**src/shared/nfh_pkg.sv**
```systemverilog
// Constants, timing and types for the flash bus host controller
// Overview of operation
// - Command latched on strobe rise, select low
// - Address latched on strobe rise, select low
// - Neither latch enable high: bytes are data
// - Host may release select during buffer work
// - Low byte carries commands, addresses, data
// - Upper byte low during command, address
// - Host only watches busy until done
`default_nettype none
package nfh_pkg;

	localparam int BUS_WIDTH_DEFAULT = 16;
	localparam int LOW_BYTE = 8;
	localparam logic [15:0] LOW_BYTE_MASK = 16'h00FF;
	localparam int SYNC_STAGES = 2;
	localparam int COUNT_WIDTH = 6;

	localparam int CLOCK_PERIOD_NS = 20;
	localparam int READ_ACCESS_DELAY_NS = 30;
	localparam int STROBE_LOW_NS = 25;
	localparam int STROBE_HIGH_NS = 25;
	localparam int BUSY_SETTLE_NS = 100;

	function automatic int ceilCycles(input int ns);
		int cycles;
		cycles = (ns + CLOCK_PERIOD_NS - 1) / CLOCK_PERIOD_NS;
		return (cycles < 1) ? 1 : cycles;
	endfunction

	localparam int READ_ACCESS_CYCLES = ceilCycles(READ_ACCESS_DELAY_NS);
	localparam int STROBE_LOW_CYCLES = ceilCycles(STROBE_LOW_NS);
	localparam int STROBE_HIGH_CYCLES = ceilCycles(STROBE_HIGH_NS);
	localparam int BUSY_SETTLE_CYCLES = ceilCycles(BUSY_SETTLE_NS);
	localparam int READ_LOW_CYCLES = READ_ACCESS_CYCLES + SYNC_STAGES;

	typedef enum logic [1:0] {
		NFH_KIND_CMD = 2'h0,
		NFH_KIND_ADDR = 2'h1,
		NFH_KIND_WDATA = 2'h2,
		NFH_KIND_RDATA = 2'h3
	} nfh_kind_type;

	typedef enum logic [5:0] {
		NFH_IDLE = 6'h01,
		NFH_SETUP = 6'h02,
		NFH_WLOW = 6'h04,
		NFH_RLOW = 6'h08,
		NFH_HOLD = 6'h10,
		NFH_SETTLE = 6'h20
	} nfh_state_type;

endpackage
`default_nettype wire

```
**src/design/nfh_host_ctrl.sv**
```systemverilog
// Host-side controller driving a NAND-style flash over its strobe pins
`timescale 1ns/1ns
`default_nettype none
module nfh_host_ctrl #(
	parameter int BUS_WIDTH = nfh_pkg::BUS_WIDTH_DEFAULT
)(
	input wire logic mclk,
	input wire logic rst_n,
	input wire logic reqValid,
	input wire nfh_pkg::nfh_kind_type reqKind,
	input wire logic reqDie,
	input wire logic [BUS_WIDTH-1:0] reqData,
	output logic reqReady,
	output logic rspValid,
	output logic [BUS_WIDTH-1:0] rspData,
	output logic deviceBusy,
	input wire logic writeProtEnable,
	input wire logic autoReadEnable,
	output logic chipSelDie0N,
	output logic chipSelDie1N,
	output logic cmdLatchEn,
	output logic addrLatchEn,
	output logic writeStrobeN,
	output logic readStrobeN,
	output logic writeProtN,
	output logic powerOnReadEn,
	input wire logic readyBusyN,
	input wire logic [BUS_WIDTH-1:0] sharedIoBusIn,
	output logic [BUS_WIDTH-1:0] sharedIoBusOut,
	output logic sharedIoBusOe
);

	localparam logic [BUS_WIDTH-1:0] LOW_MASK = BUS_WIDTH'(nfh_pkg::LOW_BYTE_MASK);
	localparam logic [nfh_pkg::COUNT_WIDTH-1:0] WLOW_LAST =
		nfh_pkg::COUNT_WIDTH'(nfh_pkg::STROBE_LOW_CYCLES - 1);
	localparam logic [nfh_pkg::COUNT_WIDTH-1:0] HOLD_LAST =
		nfh_pkg::COUNT_WIDTH'(nfh_pkg::STROBE_HIGH_CYCLES - 1);
	localparam logic [nfh_pkg::COUNT_WIDTH-1:0] RLOW_LAST =
		nfh_pkg::COUNT_WIDTH'(nfh_pkg::READ_LOW_CYCLES - 1);
	localparam logic [nfh_pkg::COUNT_WIDTH-1:0] SETTLE_LAST =
		nfh_pkg::COUNT_WIDTH'(nfh_pkg::BUSY_SETTLE_CYCLES - 1);
	localparam logic [nfh_pkg::COUNT_WIDTH-1:0] READ_LOW_COUNT =
		nfh_pkg::COUNT_WIDTH'(nfh_pkg::READ_LOW_CYCLES);
	localparam int READ_ANSWER_DELAY = nfh_pkg::READ_LOW_CYCLES;

	if (BUS_WIDTH != nfh_pkg::LOW_BYTE && BUS_WIDTH != 2 * nfh_pkg::LOW_BYTE)
		$error("BUS_WIDTH must be 8 or 16");
	if (nfh_pkg::BUSY_SETTLE_CYCLES >= (1 << nfh_pkg::COUNT_WIDTH)
		|| nfh_pkg::READ_LOW_CYCLES >= (1 << nfh_pkg::COUNT_WIDTH))
		$error("Timing counts exceed counter width");

	function automatic logic isCmdOrAddr(input nfh_pkg::nfh_kind_type kind);
		return kind == nfh_pkg::NFH_KIND_CMD || kind == nfh_pkg::NFH_KIND_ADDR;
	endfunction

	nfh_pkg::nfh_state_type state, next_state;
	nfh_pkg::nfh_kind_type kind, next_kind;
	logic [nfh_pkg::COUNT_WIDTH-1:0] count, next_count;
	logic die, next_die;
	logic selActive, next_selActive;
	logic next_cmdLatchEn, next_addrLatchEn, next_writeStrobeN, next_readStrobeN;
	logic next_writeProtN, next_powerOnReadEn, next_sharedIoBusOe, next_rspValid;
	logic [BUS_WIDTH-1:0] next_sharedIoBusOut, next_rspData;
	logic rbSync1, rbSync2, next_rbSync1, next_rbSync2;
	logic [BUS_WIDTH-1:0] ioSync1, ioSync2, next_ioSync1, next_ioSync2;

	// Deselected whenever idle, so the device may idle down or keep working
	assign chipSelDie0N = !(selActive && !die);
	assign chipSelDie1N = !(selActive && die);
	assign deviceBusy = !rbSync2;
	// New work only once the busy line has been released
	assign reqReady = (state == nfh_pkg::NFH_IDLE) && rbSync2;

	always_comb
	begin
		next_state = state;
		next_kind = kind;
		next_count = count;
		next_die = die;
		next_selActive = selActive;
		next_cmdLatchEn = cmdLatchEn;
		next_addrLatchEn = addrLatchEn;
		next_writeStrobeN = writeStrobeN;
		next_readStrobeN = readStrobeN;
		next_sharedIoBusOut = sharedIoBusOut;
		next_sharedIoBusOe = sharedIoBusOe;
		next_rspData = rspData;
		next_rspValid = 1'b0;
		next_writeProtN = !writeProtEnable;
		next_powerOnReadEn = autoReadEnable;
		next_rbSync1 = readyBusyN;
		next_rbSync2 = rbSync1;
		next_ioSync1 = sharedIoBusIn;
		next_ioSync2 = ioSync1;
		unique case (state)
			nfh_pkg::NFH_IDLE:
			begin
				if (reqValid && reqReady)
				begin
					next_kind = reqKind;
					next_die = reqDie;
					next_selActive = 1'b1;
					next_count = '0;
					// Latch enables are mutually exclusive by construction
					next_cmdLatchEn = (reqKind == nfh_pkg::NFH_KIND_CMD);
					next_addrLatchEn = (reqKind == nfh_pkg::NFH_KIND_ADDR);
					next_sharedIoBusOe = (reqKind != nfh_pkg::NFH_KIND_RDATA);
					// Commands and addresses ride the low byte only
					next_sharedIoBusOut = isCmdOrAddr(reqKind) ? (reqData & LOW_MASK) : reqData;
					next_state = nfh_pkg::NFH_SETUP;
				end
			end
			nfh_pkg::NFH_SETUP:
			begin
				if (kind == nfh_pkg::NFH_KIND_RDATA)
				begin
					next_readStrobeN = 1'b0;
					next_state = nfh_pkg::NFH_RLOW;
				end
				else
				begin
					next_writeStrobeN = 1'b0;
					next_state = nfh_pkg::NFH_WLOW;
				end
			end
			nfh_pkg::NFH_WLOW:
			begin
				next_count = count + 1'b1;
				if (count == WLOW_LAST)
				begin
					// Rising edge is where the device captures the bus
					next_writeStrobeN = 1'b1;
					next_count = '0;
					next_state = nfh_pkg::NFH_HOLD;
				end
			end
			nfh_pkg::NFH_RLOW:
			begin
				next_count = count + 1'b1;
				if (count == RLOW_LAST)
				begin
					// Access delay plus synchroniser latency have elapsed
					next_rspData = ioSync2;
					next_rspValid = 1'b1;
					next_readStrobeN = 1'b1;
					next_count = '0;
					next_state = nfh_pkg::NFH_HOLD;
				end
			end
			nfh_pkg::NFH_HOLD:
			begin
				next_count = count + 1'b1;
				if (count == HOLD_LAST)
				begin
					next_cmdLatchEn = 1'b0;
					next_addrLatchEn = 1'b0;
					next_sharedIoBusOe = 1'b0;
					next_selActive = 1'b0;
					next_count = '0;
					// Give the device time to pull busy after a command
					next_state = (kind == nfh_pkg::NFH_KIND_CMD) ? nfh_pkg::NFH_SETTLE : nfh_pkg::NFH_IDLE;
				end
			end
			nfh_pkg::NFH_SETTLE:
			begin
				next_count = count + 1'b1;
				if (count == SETTLE_LAST)
				begin
					next_count = '0;
					next_state = nfh_pkg::NFH_IDLE;
				end
			end
			default:
			begin
				next_state = nfh_pkg::NFH_IDLE;
				next_selActive = 1'b0;
				next_writeStrobeN = 1'b1;
				next_readStrobeN = 1'b1;
				next_sharedIoBusOe = 1'b0;
			end
		endcase
	end

	always_ff @(posedge mclk or negedge rst_n)
	begin
		if (!rst_n)
		begin
			state <= nfh_pkg::NFH_IDLE;
			kind <= nfh_pkg::NFH_KIND_CMD;
			count <= '0;
			die <= 1'b0;
			selActive <= 1'b0;
			cmdLatchEn <= 1'b0;
			addrLatchEn <= 1'b0;
			writeStrobeN <= 1'b1;
			readStrobeN <= 1'b1;
			writeProtN <= 1'b0;
			powerOnReadEn <= 1'b0;
			sharedIoBusOut <= '0;
			sharedIoBusOe <= 1'b0;
			rspData <= '0;
			rspValid <= 1'b0;
			rbSync1 <= 1'b0;
			rbSync2 <= 1'b0;
			ioSync1 <= '0;
			ioSync2 <= '0;
		end
		else
		begin
			state <= next_state;
			kind <= next_kind;
			count <= next_count;
			die <= next_die;
			selActive <= next_selActive;
			cmdLatchEn <= next_cmdLatchEn;
			addrLatchEn <= next_addrLatchEn;
			writeStrobeN <= next_writeStrobeN;
			readStrobeN <= next_readStrobeN;
			writeProtN <= next_writeProtN;
			powerOnReadEn <= next_powerOnReadEn;
			sharedIoBusOut <= next_sharedIoBusOut;
			sharedIoBusOe <= next_sharedIoBusOe;
			rspData <= next_rspData;
			rspValid <= next_rspValid;
			rbSync1 <= next_rbSync1;
			rbSync2 <= next_rbSync2;
			ioSync1 <= next_ioSync1;
			ioSync2 <= next_ioSync2;
		end
	end

	// Length of the current read strobe low phase
	logic [nfh_pkg::COUNT_WIDTH-1:0] readLowCount;
	always_ff @(posedge mclk or negedge rst_n)
	begin
		if (!rst_n)
			readLowCount <= '0;
		else if (readStrobeN)
			readLowCount <= '0;
		else
			readLowCount <= readLowCount + 1'b1;
	end
endmodule
`default_nettype wire

```
**config.mk**
```make
export PLATFORM = sky130hd
export DESIGN_NAME = nfh_host_ctrl
export DESIGN_NICKNAME = d
export VERILOG_FILES = /design/src/shared/nfh_pkg.sv /design/src/design/nfh_host_ctrl.sv
export SDC_FILE = /design/constraint.sdc
export NUM_CORES = 1
export LEC_CHECK = 0
export BUFFER_PORTS_ARGS = -buffer_cell sky130_fd_sc_hd__buf_4
export CAP_MARGIN = 0
export CORE_MARGIN = 2
export CORE_UTILIZATION = 31
export CTS_BUF_LIST = sky130_fd_sc_hd__clkbuf_4
export DETAILED_ROUTE_END_ITERATION = 10
export PLACE_DENSITY = 0.51
export SETUP_SLACK_MARGIN = 0.5
export SYNTH_ARGS = -nofsm -noshare
export SYNTH_HDL_FRONTEND = slang
export SYNTH_SLANG_ARGS = --single-unit
```
**constraint.sdc**
```tcl
create_clock -name mclk -period 1.8 [get_ports mclk]
set_input_delay 0.45 -clock mclk [delete_from_list [all_inputs] [get_ports mclk]]
set_output_delay 0.45 -clock mclk [all_outputs]
set_load 0.02 [all_outputs]
```
-- Yosys cells after proc, flatten, opt, wreduce, memory -nomap -nowiden
Index checks and enable logic that the tools add are counted.
- $add $sub $neg: 1
- eq/ne operators: 19
- bitwise operators: 3
- multiplexer cells: 31
- reduce and logical (&&, ||, !) cells: 26
- operators by type and width (operator ; number):
    $mux W6 ; 10
    $pmux W6 S6 ; 1
    $pmux W6 S4 ; 1
    $mux W16 ; 1
    $ne A2 B2 Y1 const B ; 7
    $eq A6 B1 Y1 const B ; 2
    $eq A6 B2 Y1 const B ; 2
    $eq A6 B3 Y1 const B ; 2
    $pmux W1 S3 ; 4
    $reduce_and A3 Y1 ; 4
    $reduce_or A4 Y1 ; 3
    $mux W1 ; 11
    $add A6 B1 Y6 const B ; 1
    $eq A6 B4 Y1 const B ; 1
    $eq A6 B5 Y1 const B ; 1
    $eq A6 B6 Y1 const B ; 1
    $reduce_and A2 Y1 ; 3
    $logic_not A1 Y1 ; 5
    $reduce_and A5 Y1 ; 1
    $logic_and A1 B1 Y1 ; 4
    $logic_not A2 Y1 ; 2
    $mux W4 ; 1
    $pmux W1 S2 ; 2
    $reduce_bool A4 Y1 ; 1
    7 further kinds ; 9
- logic and storage cells: 99
- bits of input ports: 41
- register bits: 90
- output and inout bits: 44

-- Longest topological paths before layout
Gate-level depths: netlist (run 1).
- depth after elaboration: 5
- mapped depth: 8
- mapped depth without buffers: 7

-- Least setup slack after synthesis (run 1)
Ideal clock, no wire load.
- path type: reg-to-reg
- start point: register count[3] in the netlist's numbering
- end point: register rspData[10]
- arrival time: 1.827 ns
- buffers on the path: 3
- stages on the path, launching flop included: 7
- clock period less this slack: 1.952 ns
- library setup time: 0.125 ns
- path slack: -0.152 ns
- cells stage by stage: dfrtp_1 -> or3_1 -> buf_2 -> or3_1 -> buf_6 -> buf_6 -> mux2_4
- longest elaborated chain between the ends: 2
- ends and longest elaborated chain (element ; line ; source):
    start: declaration ; nfh_host_ctrl.sv:58 ; logic [nfh_pkg::COUNT_WIDTH-1:0] count, next_count;
    start signal: assignment ; nfh_host_ctrl.sv:212 ; count <= next_count;
    $eq A6 B2 Y1 ; nfh_host_ctrl.sv:140 ; if (count == RLOW_LAST)
    $reduce_and A2 Y1 (no line) ; n/a ;
    end signal: assignment ; nfh_host_ctrl.sv:223 ; rspData <= next_rspData;
    end: declaration ; nfh_host_ctrl.sv:15 ; output logic [BUS_WIDTH-1:0] rspData,
No other way between the ends.
A chain may end at the register's enable or synchronous reset.

-- Final worst setup path (run 1)
- start point: register state[2]
- end point: output port reqReady
- longest elaborated chain between the ends: 2
- ends and longest elaborated chain (element ; line ; source):
    start: declaration ; nfh_host_ctrl.sv:56 ; nfh_pkg::nfh_state_type state, next_state;
    start signal: assignment ; nfh_host_ctrl.sv:188 ; state <= nfh_pkg::NFH_IDLE;
    start signal: assignment ; nfh_host_ctrl.sv:210 ; state <= next_state;
    $eq A6 B1 Y1 ; nfh_host_ctrl.sv:72 ; assign reqReady = (state == nfh_pkg::NFH_IDLE) && rbSync2;
    $logic_and A1 B1 Y1 ; nfh_host_ctrl.sv:72 ;
    end: declaration ; nfh_host_ctrl.sv:13 ; output logic reqReady,
No other way between the ends.

==> impl_metrics.py, run 1 <==
metrics = {
    "hold_path": {
        "min-delay-start": "sharedIoBusIn[15]",
        "worstHoldPathType": "in -> reg",
    },
    "logic_synthesis": {
        "synth_top_cell_by_area": "dfrtp_1",
        "syn_area_mm2": 0.00348,
        "synth_nets": 329,
        "synth_area_leaders": "dfrtp_1, nand2_1, mux2_4",
        "syn_inst": 285,
        "syn_avg_cell_area_um2": 12.2,
        "synth_seq_cells": 90,
        "yosysTopAreaCellShare_pct": 62.5,
        "synth_edf_count": 0,
        "ys.flop_type": "dfrtp_1",
        "seq_area_frac_synth_pct": 64.8,
        "yosys_warnings": 0,
        "netlist-cell-type-count": 46,
        "synthArstFlopShare_pct": 100,
    },
    "sta": {
        "slew_headroom_pct": 73.8,
        "tightest_slew_ns": 0.388,
        "fin_tns_setup_ns": -5.64,
        "final.setup.worst_slack_ns": -0.395,
        "finalClockSkew_ns": 0.0169,
        "setup_viol": 49,
        "fmax_ghz": 0.456,
        "hold_violations": 0,
        "rsz0062_at_grt": "yes",
        "drv_slew": 0,
        "fin_crit_sh_pct": 122,
        "fin_crit_ns": 2.20,
    },
    "layout": {
        "drive_gt1_share_pct": 59.0,
        "final_common_cell": "buf_4",
        "final_nets": 495,
        "final_cell_mix": "buf_4, dfrtp_1, buf_6",
        "area_growth_pct": 64.1,
        "antenna_cells": 0,
    },
    "detailed_routing": {
        "vias": 2687,
        "drt-vias-per-instance": 4.51,
        "firstDrtPassIters": 4,
        "avgRoutedWirePerCell_um": 14.5,
        "drtIter0Drc": 88,
        "route.antenna.remaining_nets": 0,
        "drc": 0,
        "wl_um": 8650,
    },
    "placement": {
        "dp_hpwl_um": 5140,
        "io_buffers": 84,
        "globalplace.congestion": 0.781,
        "dp_slack_ns": -0.179,
    },
    "worst_setup_path": {
        "startpoint": "state[2]",
        "cp_data_required_time_ns": 1.35,
        "critPathLaunchType": "register",
        "reg2reg_from": "state[2]",
        "crit_type": "reg -> out",
        "worstPathArrival_ns": 1.75,
        "cp-end-kind": "primary output",
        "path_max_fanout": 2,
    },
    "clocking": {
        "cts_tree": "done",
        "root_buffer": "clkbuf_4",
        "tritoncts_num_sinks": 90,
        "cts_buffer_depth": 2,
        "cts_made_buffers": 9,
        "clk_latency_ns": 0.45,
        "ctsHtreeMaxLevel": 3,
        "cts.clk_slew.worst_paths_ns": 0.15,
    },
    "die": {
        "die_x_um": 110,
        "initial_core_util_pct": 32.0,
        "dieArea_mm2": 0.0121,
        "fp.coreArea_mm2": 0.0109,
        "rows": 38,
        "fp.dieH_um": 110,
        "ios": 85,
    },
    "pwr": {
        "comb_power_share_pct": 43.4,
        "internal-power_uw": 4340,
        "p_sw_uw": 2310,
        "power_density_mw_per_mm2": 1160,
        "seqPwrFrac_pct": 39.5,
        "peakVddDrop_v": 0.000719,
        "switching_share_pct": 34.7,
        "pwr-share-clk_pct": 17.1,
        "cellLeakagePower_uw": 0.00288,
    },
    "global_route": {
        "grt_pass1_vias": 2748,
        "antenna_found_initial": 0,
        "grtUsageTotal_pct": 15.1,
        "grt_max_degree": 47,
        "grt_pass1_wl_um": 13800,
        "grt-ovfl-total": 0,
    },
    "status": {
        "outcome": "complete, but fails checks",
        "violations": "setup timing",
    },
    "flow_run": {
        "cap_violations": 0,
    },
}
==> Yosys cell counts (all sizes together) (2+ instances only) <==
cell type	n
nand3	17
a21o	3
mux2i	2
nor2	11
nor2b	2
o21ai	10
inv	7
mux2	18
o2111ai	2
nand2	61
o211ai	3
a21oi	3
xor2	4
nor3	2
buf	9
dfstp	3
clkbuf	5
and3	2
nand2b	4
ha	3
a21boi	2
or3	2
nor4	3
dfrtp	87
a22o	3
nor4b	3
a221o	2
and2	2
==> flip-flops by register name, indices dropped and copies added (netlist names), 2 cells and up <==
name	count
kind	2
count	6
sharedIoBusOut	16
state	6
rspData	16
ioSync2	16
ioSync1	16
==> per-stage QoR <==
step                power, µW  hold WS [ns]  area (µm²)  std cells  util, %
floorplan                3710         0.154        3620        285        -
global placement         4590         0.333        4640        533     42.6
detailed placement       4610         0.335        4640        533     42.6
CTS                      6400        0.0601        5420        577     49.8
global route             7060        0.0378        5710        596     52.5
finish                   6650        0.0999        5710        596     52.5
==> metal layers <==
layer / wire, µm / vias to the layer above / global-route usage [%] / share of wire [%]
met1: 3750 / 1316 / 19.2 / 43
met4: 115 / 0 / 5.15 / 1.3
met2: 4330 / 68 / 24.3 / 50
met3: 463 / 10 / 4.70 / 5.4
met5: 0 / - / 0 / 0
li1: - / 1293 / - / -
==> layout make-up <==
type,instances,area [µm²]
Tap cell,140,175
Multi-Input combinational cell,174,1480
Timing Repair Buffer,169,1630
Sequential cell,90,2260
Clock buffer,10,75.1
Fill cell,932,5170
Inverter,7,31.3
Clock inverter,6,63.8
==> power by group through the flow <==
stage	sequential, µW	clock, µW	combinational (µW)
after floorplan	2840	0	867
after global placement	2600	0	1990
after detailed placement	2610	0	2010
after CTS	2630	1190	2590
after global routing	2670	1280	3110
final	2630	1140	2890
==> final timing paths <==
kind                                 to  slack, ns  cells after the start
max                            reqReady      -0.40                      6
min                         ioSync1[15]        0.1                      1
max reg2reg                    count[5]      -0.32                     10
min reg2reg                 ioSync2[11]       0.36                      0
max in group asynchronous  writeStrobeN       1.01                      3
min in group asynchronous    ioSync2[0]       0.52                      3
==> what timing repair did <==
| item | 4_1_cts | 5_1_grt |
|---|---|---|
| pin swaps | 27 | 24 |
| hold buffers | 1 | 0 |
| setup endpoints to repair | 98 | 98 |
| buffers inserted | 26 | 16 |
| gates resized for setup | 105 | 28 |
| hold endpoints to repair | 87 | 0 |
| gates cloned | 1 | 3 |
==> critical path, cell delays in order (launching register included) <==
cell	delay (ns)
dfrtp_1	0.42
buf_6	0.12
buf_6	0.10
nor4_4	0.14
and3b_2	0.25
and2_4	0.14
buf_6	0.10
==> logic make-up (layout without fill, tap and decap cells) <==
logic type,count (synthesis),after routing,synth area share [%]
AO/OA/AOI/OAI,34,34,7.80
XOR/XNOR,5,5,1.26
adder cells (fa/ha/maj),3,3,1.08
buffers and inverters,21,192,2.95
flip-flops,90,90,64.8
multiplexers,20,20,7.26
AND/OR/NAND/NOR,112,112,14.9
Power figures use the tool's default switching activity.
==> run 2, diff against run 1 <==
--- a/config.mk
+++ b/config.mk
@@ -7,12 +7,15 @@
 export LEC_CHECK = 0
 export BUFFER_PORTS_ARGS = -buffer_cell sky130_fd_sc_hd__buf_4
 export CAP_MARGIN = 0
+export CELL_PAD_IN_SITES_DETAIL_PLACEMENT = 2
+export CELL_PAD_IN_SITES_GLOBAL_PLACEMENT = 2
 export CORE_MARGIN = 2
 export CORE_UTILIZATION = 31
 export CTS_BUF_LIST = sky130_fd_sc_hd__clkbuf_4
 export DETAILED_ROUTE_END_ITERATION = 10
-export PLACE_DENSITY = 0.51
+export PLACE_DENSITY = 0.73
 export SETUP_SLACK_MARGIN = 0.5
+export SKIP_LAST_GASP = 1
 export SYNTH_ARGS = -nofsm -noshare
 export SYNTH_HDL_FRONTEND = slang
 export SYNTH_SLANG_ARGS = --single-unit
==> run 2 against run 1 <==
Net effect: the flow still finishes with violations (setup timing); total power increased by 6.4%; via count grew 8.9%; sequential share of layout area rose by 0.17 points; setup slack worse by 0.092 ns; clock-buffer cell count fell by 1; clock skew is 0.00070 ns higher; wire length grew 70%; utilization is 0.20 points lower; final area down 0.37%; register-to-register slack worse by 0.05 ns; critical endpoint unchanged.
==> impl_metrics.py, run 2 (synthesized netlist as in run 1, its figures left out) <==
metrics = {
    "pwr": {
        "peakVddDrop_v": 0.000825,
        "internal-power_uw": 4430,
        "pwr-share-clk_pct": 18.8,
        "p_sw_uw": 2640,
        "switching_share_pct": 37.4,
        "comb_power_share_pct": 43.0,
        "power_density_mw_per_mm2": 1240,
        "cellLeakagePower_uw": 0.00288,
        "seqPwrFrac_pct": 38.2,
    },
    "detailed_routing": {
        "vias": 2926,
        "route.antenna.remaining_nets": 0,
        "avgRoutedWirePerCell_um": 24.4,
        "drtIter0Drc": 122,
        "drt-vias-per-instance": 4.84,
        "wl_um": 14700,
        "drc": 0,
        "firstDrtPassIters": 4,
    },
    "worst_setup_path": {
        "path_max_fanout": 2,
        "critPathLaunchType": "register",
        "ff2ff_path_depth": 6,
        "r2r-end": "rspData[7]",
        "reg2reg_from": "state[5]",
        "ff2ff_setup_slack_ns": -0.37,
        "cp-end-kind": "primary output",
        "crit_type": "reg -> out",
        "worstPathArrival_ns": 1.84,
        "cp_data_required_time_ns": 1.35,
    },
    "hold_path": {
        "min_path_cells": 1,
        "min-delay-start": "sharedIoBusIn[3]",
        "whs_endpoint": "ioSync1[3]",
        "worstHoldPathType": "in -> reg",
    },
    "layout": {
        "area_growth_pct": 63.5,
        "final_common_cell": "buf_4",
        "final_cell_mix": "buf_4, dfrtp_1, buf_6",
        "final_nets": 503,
        "layout.cells.non_filler": 604,
        "utilization_pct": 52.3,
        "stdcell_area_mm2": 0.00569,
        "drive_gt1_share_pct": 55.9,
    },
    "global_route": {
        "grt_pass1_wl_um": 19000,
        "grt-ovfl-total": 0,
        "grt_util_met1_pct": 24.6,
        "grt_max_degree": 51,
        "grt-busiest-layer": "met2",
        "grtUsageTotal_pct": 21.9,
        "grtUsageMet2_pct": 39.3,
        "grt_pass1_vias": 3398,
        "met3_usage_pct": 6.58,
        "antenna_found_initial": 1,
    },
    "sta": {
        "setup_viol": 51,
        "fin_crit_sh_pct": 127,
        "tightest_slew_ns": 0.526,
        "final.setup.worst_slack_ns": -0.487,
        "slew_headroom_pct": 64.9,
        "drv_slew": 0,
        "fmax_ghz": 0.437,
        "hold_violations": 0,
        "rsz0062_at_grt": "yes",
        "fin_crit_ns": 2.29,
        "finalClockSkew_ns": 0.0176,
        "fin_tns_setup_ns": -13.35,
    },
    "die": {
        "rows": 38,
        "initial_core_util_pct": 32.0,
        "fp.dieH_um": 110,
        "die_x_um": 110,
        "ios": 85,
        "fp.coreArea_mm2": 0.0109,
        "dieArea_mm2": 0.0121,
    },
    "clocking": {
        "cts.clk_slew.worst_paths_ns": 0.17,
        "root_buffer": "clkbuf_4",
        "cts_buffer_depth": 2,
        "clk_latency_ns": 0.46,
        "ctsHtreeMaxLevel": 3,
        "cts_tree": "done",
        "tritoncts_num_sinks": 90,
        "cts_made_buffers": 9,
    },
    "flow_run": {
        "cap_violations": 0,
    },
    "placement": {
        "place_inst": 534,
        "dp_hpwl_um": 6900,
        "dp_slack_ns": -0.205,
        "io_buffers": 84,
        "dpl_cell_area_mm2": 0.00464,
        "globalplace.congestion": 0.797,
    },
    "status": {
        "violations": "setup timing",
        "outcome": "complete, but fails checks",
    },
}
==> run 2: how the worst max path moves through the flow <==
stage | startpoint | to | slack (ns) | cells after the start
after floorplan | count[5] | rspData[10] | -0.13 | 6
after global placement | count[5] | cmdLatchEn | -0.12 | 5
after detailed placement | count[5] | cmdLatchEn | -0.21 | 5
after CTS | state[2] | reqReady | -0.48 | 5
after global routing | state[2] | reqReady | -0.59 | 5
final | state[2] | reqReady | -0.49 | 5
==> run 2: layout make-up <==
| type | count | area (µm²) |
|---|---|---|
| clock buffers | 9 | 67.6 |
| repair buffers | 177 | 1670 |
| fillers | 1043 | 5190 |
| flip-flops and latches | 90 | 2260 |
| well taps | 140 | 175 |
| inverters | 7 | 33.8 |
| diodes | 1 | 2.50 |
| multi-input cells | 174 | 1400 |
| clock inverters | 6 | 88.8 |
==> run 2: power groups by stage <==
stage                     registers, µW  logic, µW  clock network, µW
after detailed placement           2630       2070                  0
final                              2700       3040               1330
after global routing               2740       3240               1460
after global placement             2610       1990                  0
after CTS                          2640       2570               1300
after floorplan                    2840        867                  0
==> run 2: worst max-delay path, stage by stage (launching register included) <==
cell and delay (ns):
dfrtp_1 0.43, buf_6 0.13, nor4_4 0.29, and3b_2 0.28, and2_4 0.15, buf_6 0.10
==> run 2: what timing repair did <==
action,4_1_cts,5_1_grt
hold buffers,1,0
setup endpoints to repair,98,98
pin swaps,13,16
cloned,1,1
resized for setup,82,35
buffers inserted,28,23
hold endpoints to repair,47,0
==> run 2: per-stage QoR <==
step           hold WS [ns]  total power, µW
2_1_floorplan         0.154             3710
3_3_place_gp          0.332             4600
3_5_place_dp          0.337             4700
4_1_cts              0.0644             6510
5_1_grt           -0.000124             7440
6_report             0.0777             7080
==> run 2: routing by layer <==
| metal | up-vias | share of wire (%) | wire, µm |
|---|---|---|---|
| li1 | 1309 | - | - |
| met1 | 1527 | 39 | 5730 |
| met2 | 71 | 56 | 8180 |
| met3 | 19 | 3.7 | 541 |
| met4 | 0 | 1.9 | 278 |
| met5 | - | 0 | 0 |
==> run 3, diff against run 2 <==
--- a/config.mk
+++ b/config.mk
@@ -13,7 +13,7 @@
 export CORE_UTILIZATION = 31
 export CTS_BUF_LIST = sky130_fd_sc_hd__clkbuf_4
 export DETAILED_ROUTE_END_ITERATION = 10
-export PLACE_DENSITY = 0.73
+export PLACE_DENSITY = 0.7
 export SETUP_SLACK_MARGIN = 0.5
 export SKIP_LAST_GASP = 1
 export SYNTH_ARGS = -nofsm -noshare
==> constraint.sdc (replaced) <==
create_clock -name mclk -period 2.2 [get_ports mclk]
set_input_delay 0.55 -clock mclk [delete_from_list [all_inputs] [get_ports mclk]]
set_output_delay 0.55 -clock mclk [all_outputs]
set_load 0.02 [all_outputs]
==> run 3 against run 2 <==
Net effect: the flow still finishes with violations (setup timing); sequential share of layout area increased by 5.5 points; combinational power decreased by 38%; clock skew decreased by 0.0080 ns; flip-flop and latch count unchanged; first-iteration DRC count decreased by 55%; largest cell class unchanged.
==> impl_metrics.py, run 3 (synthesized netlist as in run 1, its figures left out) <==
metrics = {
    "status": {
        "outcome": "complete, but fails checks",
        "violations": "setup timing",
    },
    "die": {
        "die_x_um": 110,
        "ios": 85,
        "fp.coreArea_mm2": 0.0109,
        "fp.dieH_um": 110,
        "rows": 38,
        "dieArea_mm2": 0.0121,
        "initial_core_util_pct": 32.0,
    },
    "sta": {
        "drv_slew": 0,
        "tightest_slew_ns": 0.520,
        "setup_viol": 1,
        "rsz0062_at_grt": "yes",
        "finalClockSkew_ns": 0.00961,
        "hold_ws_ns": 0.0502,
        "fin_crit_sh_pct": 104,
        "fin_crit_ns": 2.29,
        "fmax_ghz": 0.436,
        "final.setup.worst_slack_ns": -0.0911,
        "slew_headroom_pct": 65.4,
        "hold_violations": 0,
    },
    "placement": {
        "dp_hpwl_um": 6400,
        "globalplace.congestion": 0.845,
        "place_inst": 505,
        "io_buffers": 84,
        "dp_slack_ns": 0.112,
    },
    "layout": {
        "final_cell_mix": "buf_4, dfrtp_1, nand2_1",
        "antenna_cells": 0,
        "utilization_pct": 46.0,
        "multi_input_area_mm2": 0.00131,
        "final_nets": 452,
        "drive_gt1_share_pct": 44.3,
        "area_growth_pct": 43.7,
        "seq_area_mm2": 0.00226,
        "layout.cells.non_filler": 553,
        "final_common_cell": "buf_4",
        "n_fill_cell": 1102,
    },
    "detailed_routing": {
        "vias": 2635,
        "avgRoutedWirePerCell_um": 17.7,
        "wl_um": 9770,
        "drtIter0Drc": 55,
        "firstDrtPassIters": 4,
        "drc": 0,
        "route.antenna.remaining_nets": 0,
        "drt-vias-per-instance": 4.76,
    },
    "worst_setup_path": {
        "cp_data_required_time_ns": 1.65,
        "path_max_fanout": 2,
        "crit_path_cell_trace": "nor4_4 -> and3b_2 -> and2_4 -> buf_4",
        "worstPathArrival_ns": 1.74,
        "critPathLaunchType": "register",
        "crit_family": "simple AND/OR/NAND/NOR gates",
        "crit_type": "reg -> out",
        "startpoint": "state[5]",
        "crit_buf_inv": 1,
        "reg2reg_from": "state[5]",
        "cpMaxStageDelayCell": "dfrtp_1",
        "slowest_delay_ns": 0.44,
        "cp-end-kind": "primary output",
    },
    "hold_path": {
        "worstHoldPathType": "in -> async",
    },
    "global_route": {
        "grt_max_degree": 40,
        "grt_pass1_wl_um": 15800,
        "antenna_found_initial": 0,
        "grt-ovfl-total": 0,
        "grt_pass1_vias": 3005,
        "grtUsageTotal_pct": 17.4,
    },
    "pwr": {
        "seqPwrFrac_pct": 44.5,
        "switching_share_pct": 37.0,
        "p_sw_uw": 1790,
        "power_density_mw_per_mm2": 966,
        "pwr-share-clk_pct": 16.6,
        "peakVddDrop_v": 0.000490,
        "cellLeakagePower_uw": 0.00256,
        "comb_power_share_pct": 38.9,
        "internal-power_uw": 3040,
    },
    "clocking": {
        "cts_buffer_depth": 2,
        "cts_tree": "done",
        "clk_latency_ns": 0.45,
        "cts.clk_slew.worst_paths_ns": 0.14,
        "tritoncts_num_sinks": 90,
        "ctsHtreeMaxLevel": 3,
        "cts_made_buffers": 9,
        "root_buffer": "clkbuf_4",
    },
    "flow_run": {
        "cap_violations": 0,
    },
}
[run 3: metal layers]
metal  vias to the layer above  global-route usage, %  wire length, µm
li1                       1212                      -                -
met5                         -                      0                0
met1                      1344                   20.5             3860
met4                         0                   6.06              172
met3                        16                   7.47              765
met2                        63                   28.5             4970
[run 3: through the flow]
stage	instance area (µm²)	setup TNS [ns]	total power (µW)
2_1_floorplan	3530	0	2990
3_3_place_gp	4350	0	3590
3_5_place_dp	4350	0	3650
4_1_cts	4890	-0.130	4780
5_1_grt	5000	-0.194	5150
6_report	5000	-0.0911	4830
[run 3: layout make-up]
cell class / count / area share (%)
clock inverters: 7 / 0.875
flip-flops and latches: 90 / 45.2
multi-input cells: 174 / 26.1
inverters: 7 / 0.775
clock buffers: 9 / 1.35
repair buffers: 126 / 22.2
well taps: 140 / 3.50
[run 3: path summary, 6_finish.rpt]
path / cells after the start / slack (ns) / endpoint
worst max-delay path: 4 / -0.09 / reqReady
min in group mclk: 1 / 0.20 / ioSync1[12]
worst min register to register: 0 / 0.36 / ioSync2[14]
max in group asynchronous: 2 / 1.54 / sharedIoBusOut[4]
worst min-delay path: 1 / 0.05 / rspData[15]
worst max register to register: 6 / 0.19 / rspData[4]
[run 3: power by group through the flow]
stage          Clock, µW  Combinational [µW]  Sequential, µW
4_1_cts              846                1780            2150
6_report             801                1880            2150
3_3_place_gp           0                1440            2150
3_5_place_dp           0                1490            2170
2_1_floorplan          0                 667            2330
5_1_grt              902                2060            2190
[run 3: timing repair]
action	4_1_cts	5_1_grt
hold buffers	0	0
pin swaps	13	6
setup endpoints to repair	56	59
setup buffers	22	7
cloned	3	0
gates resized for setup	44	13
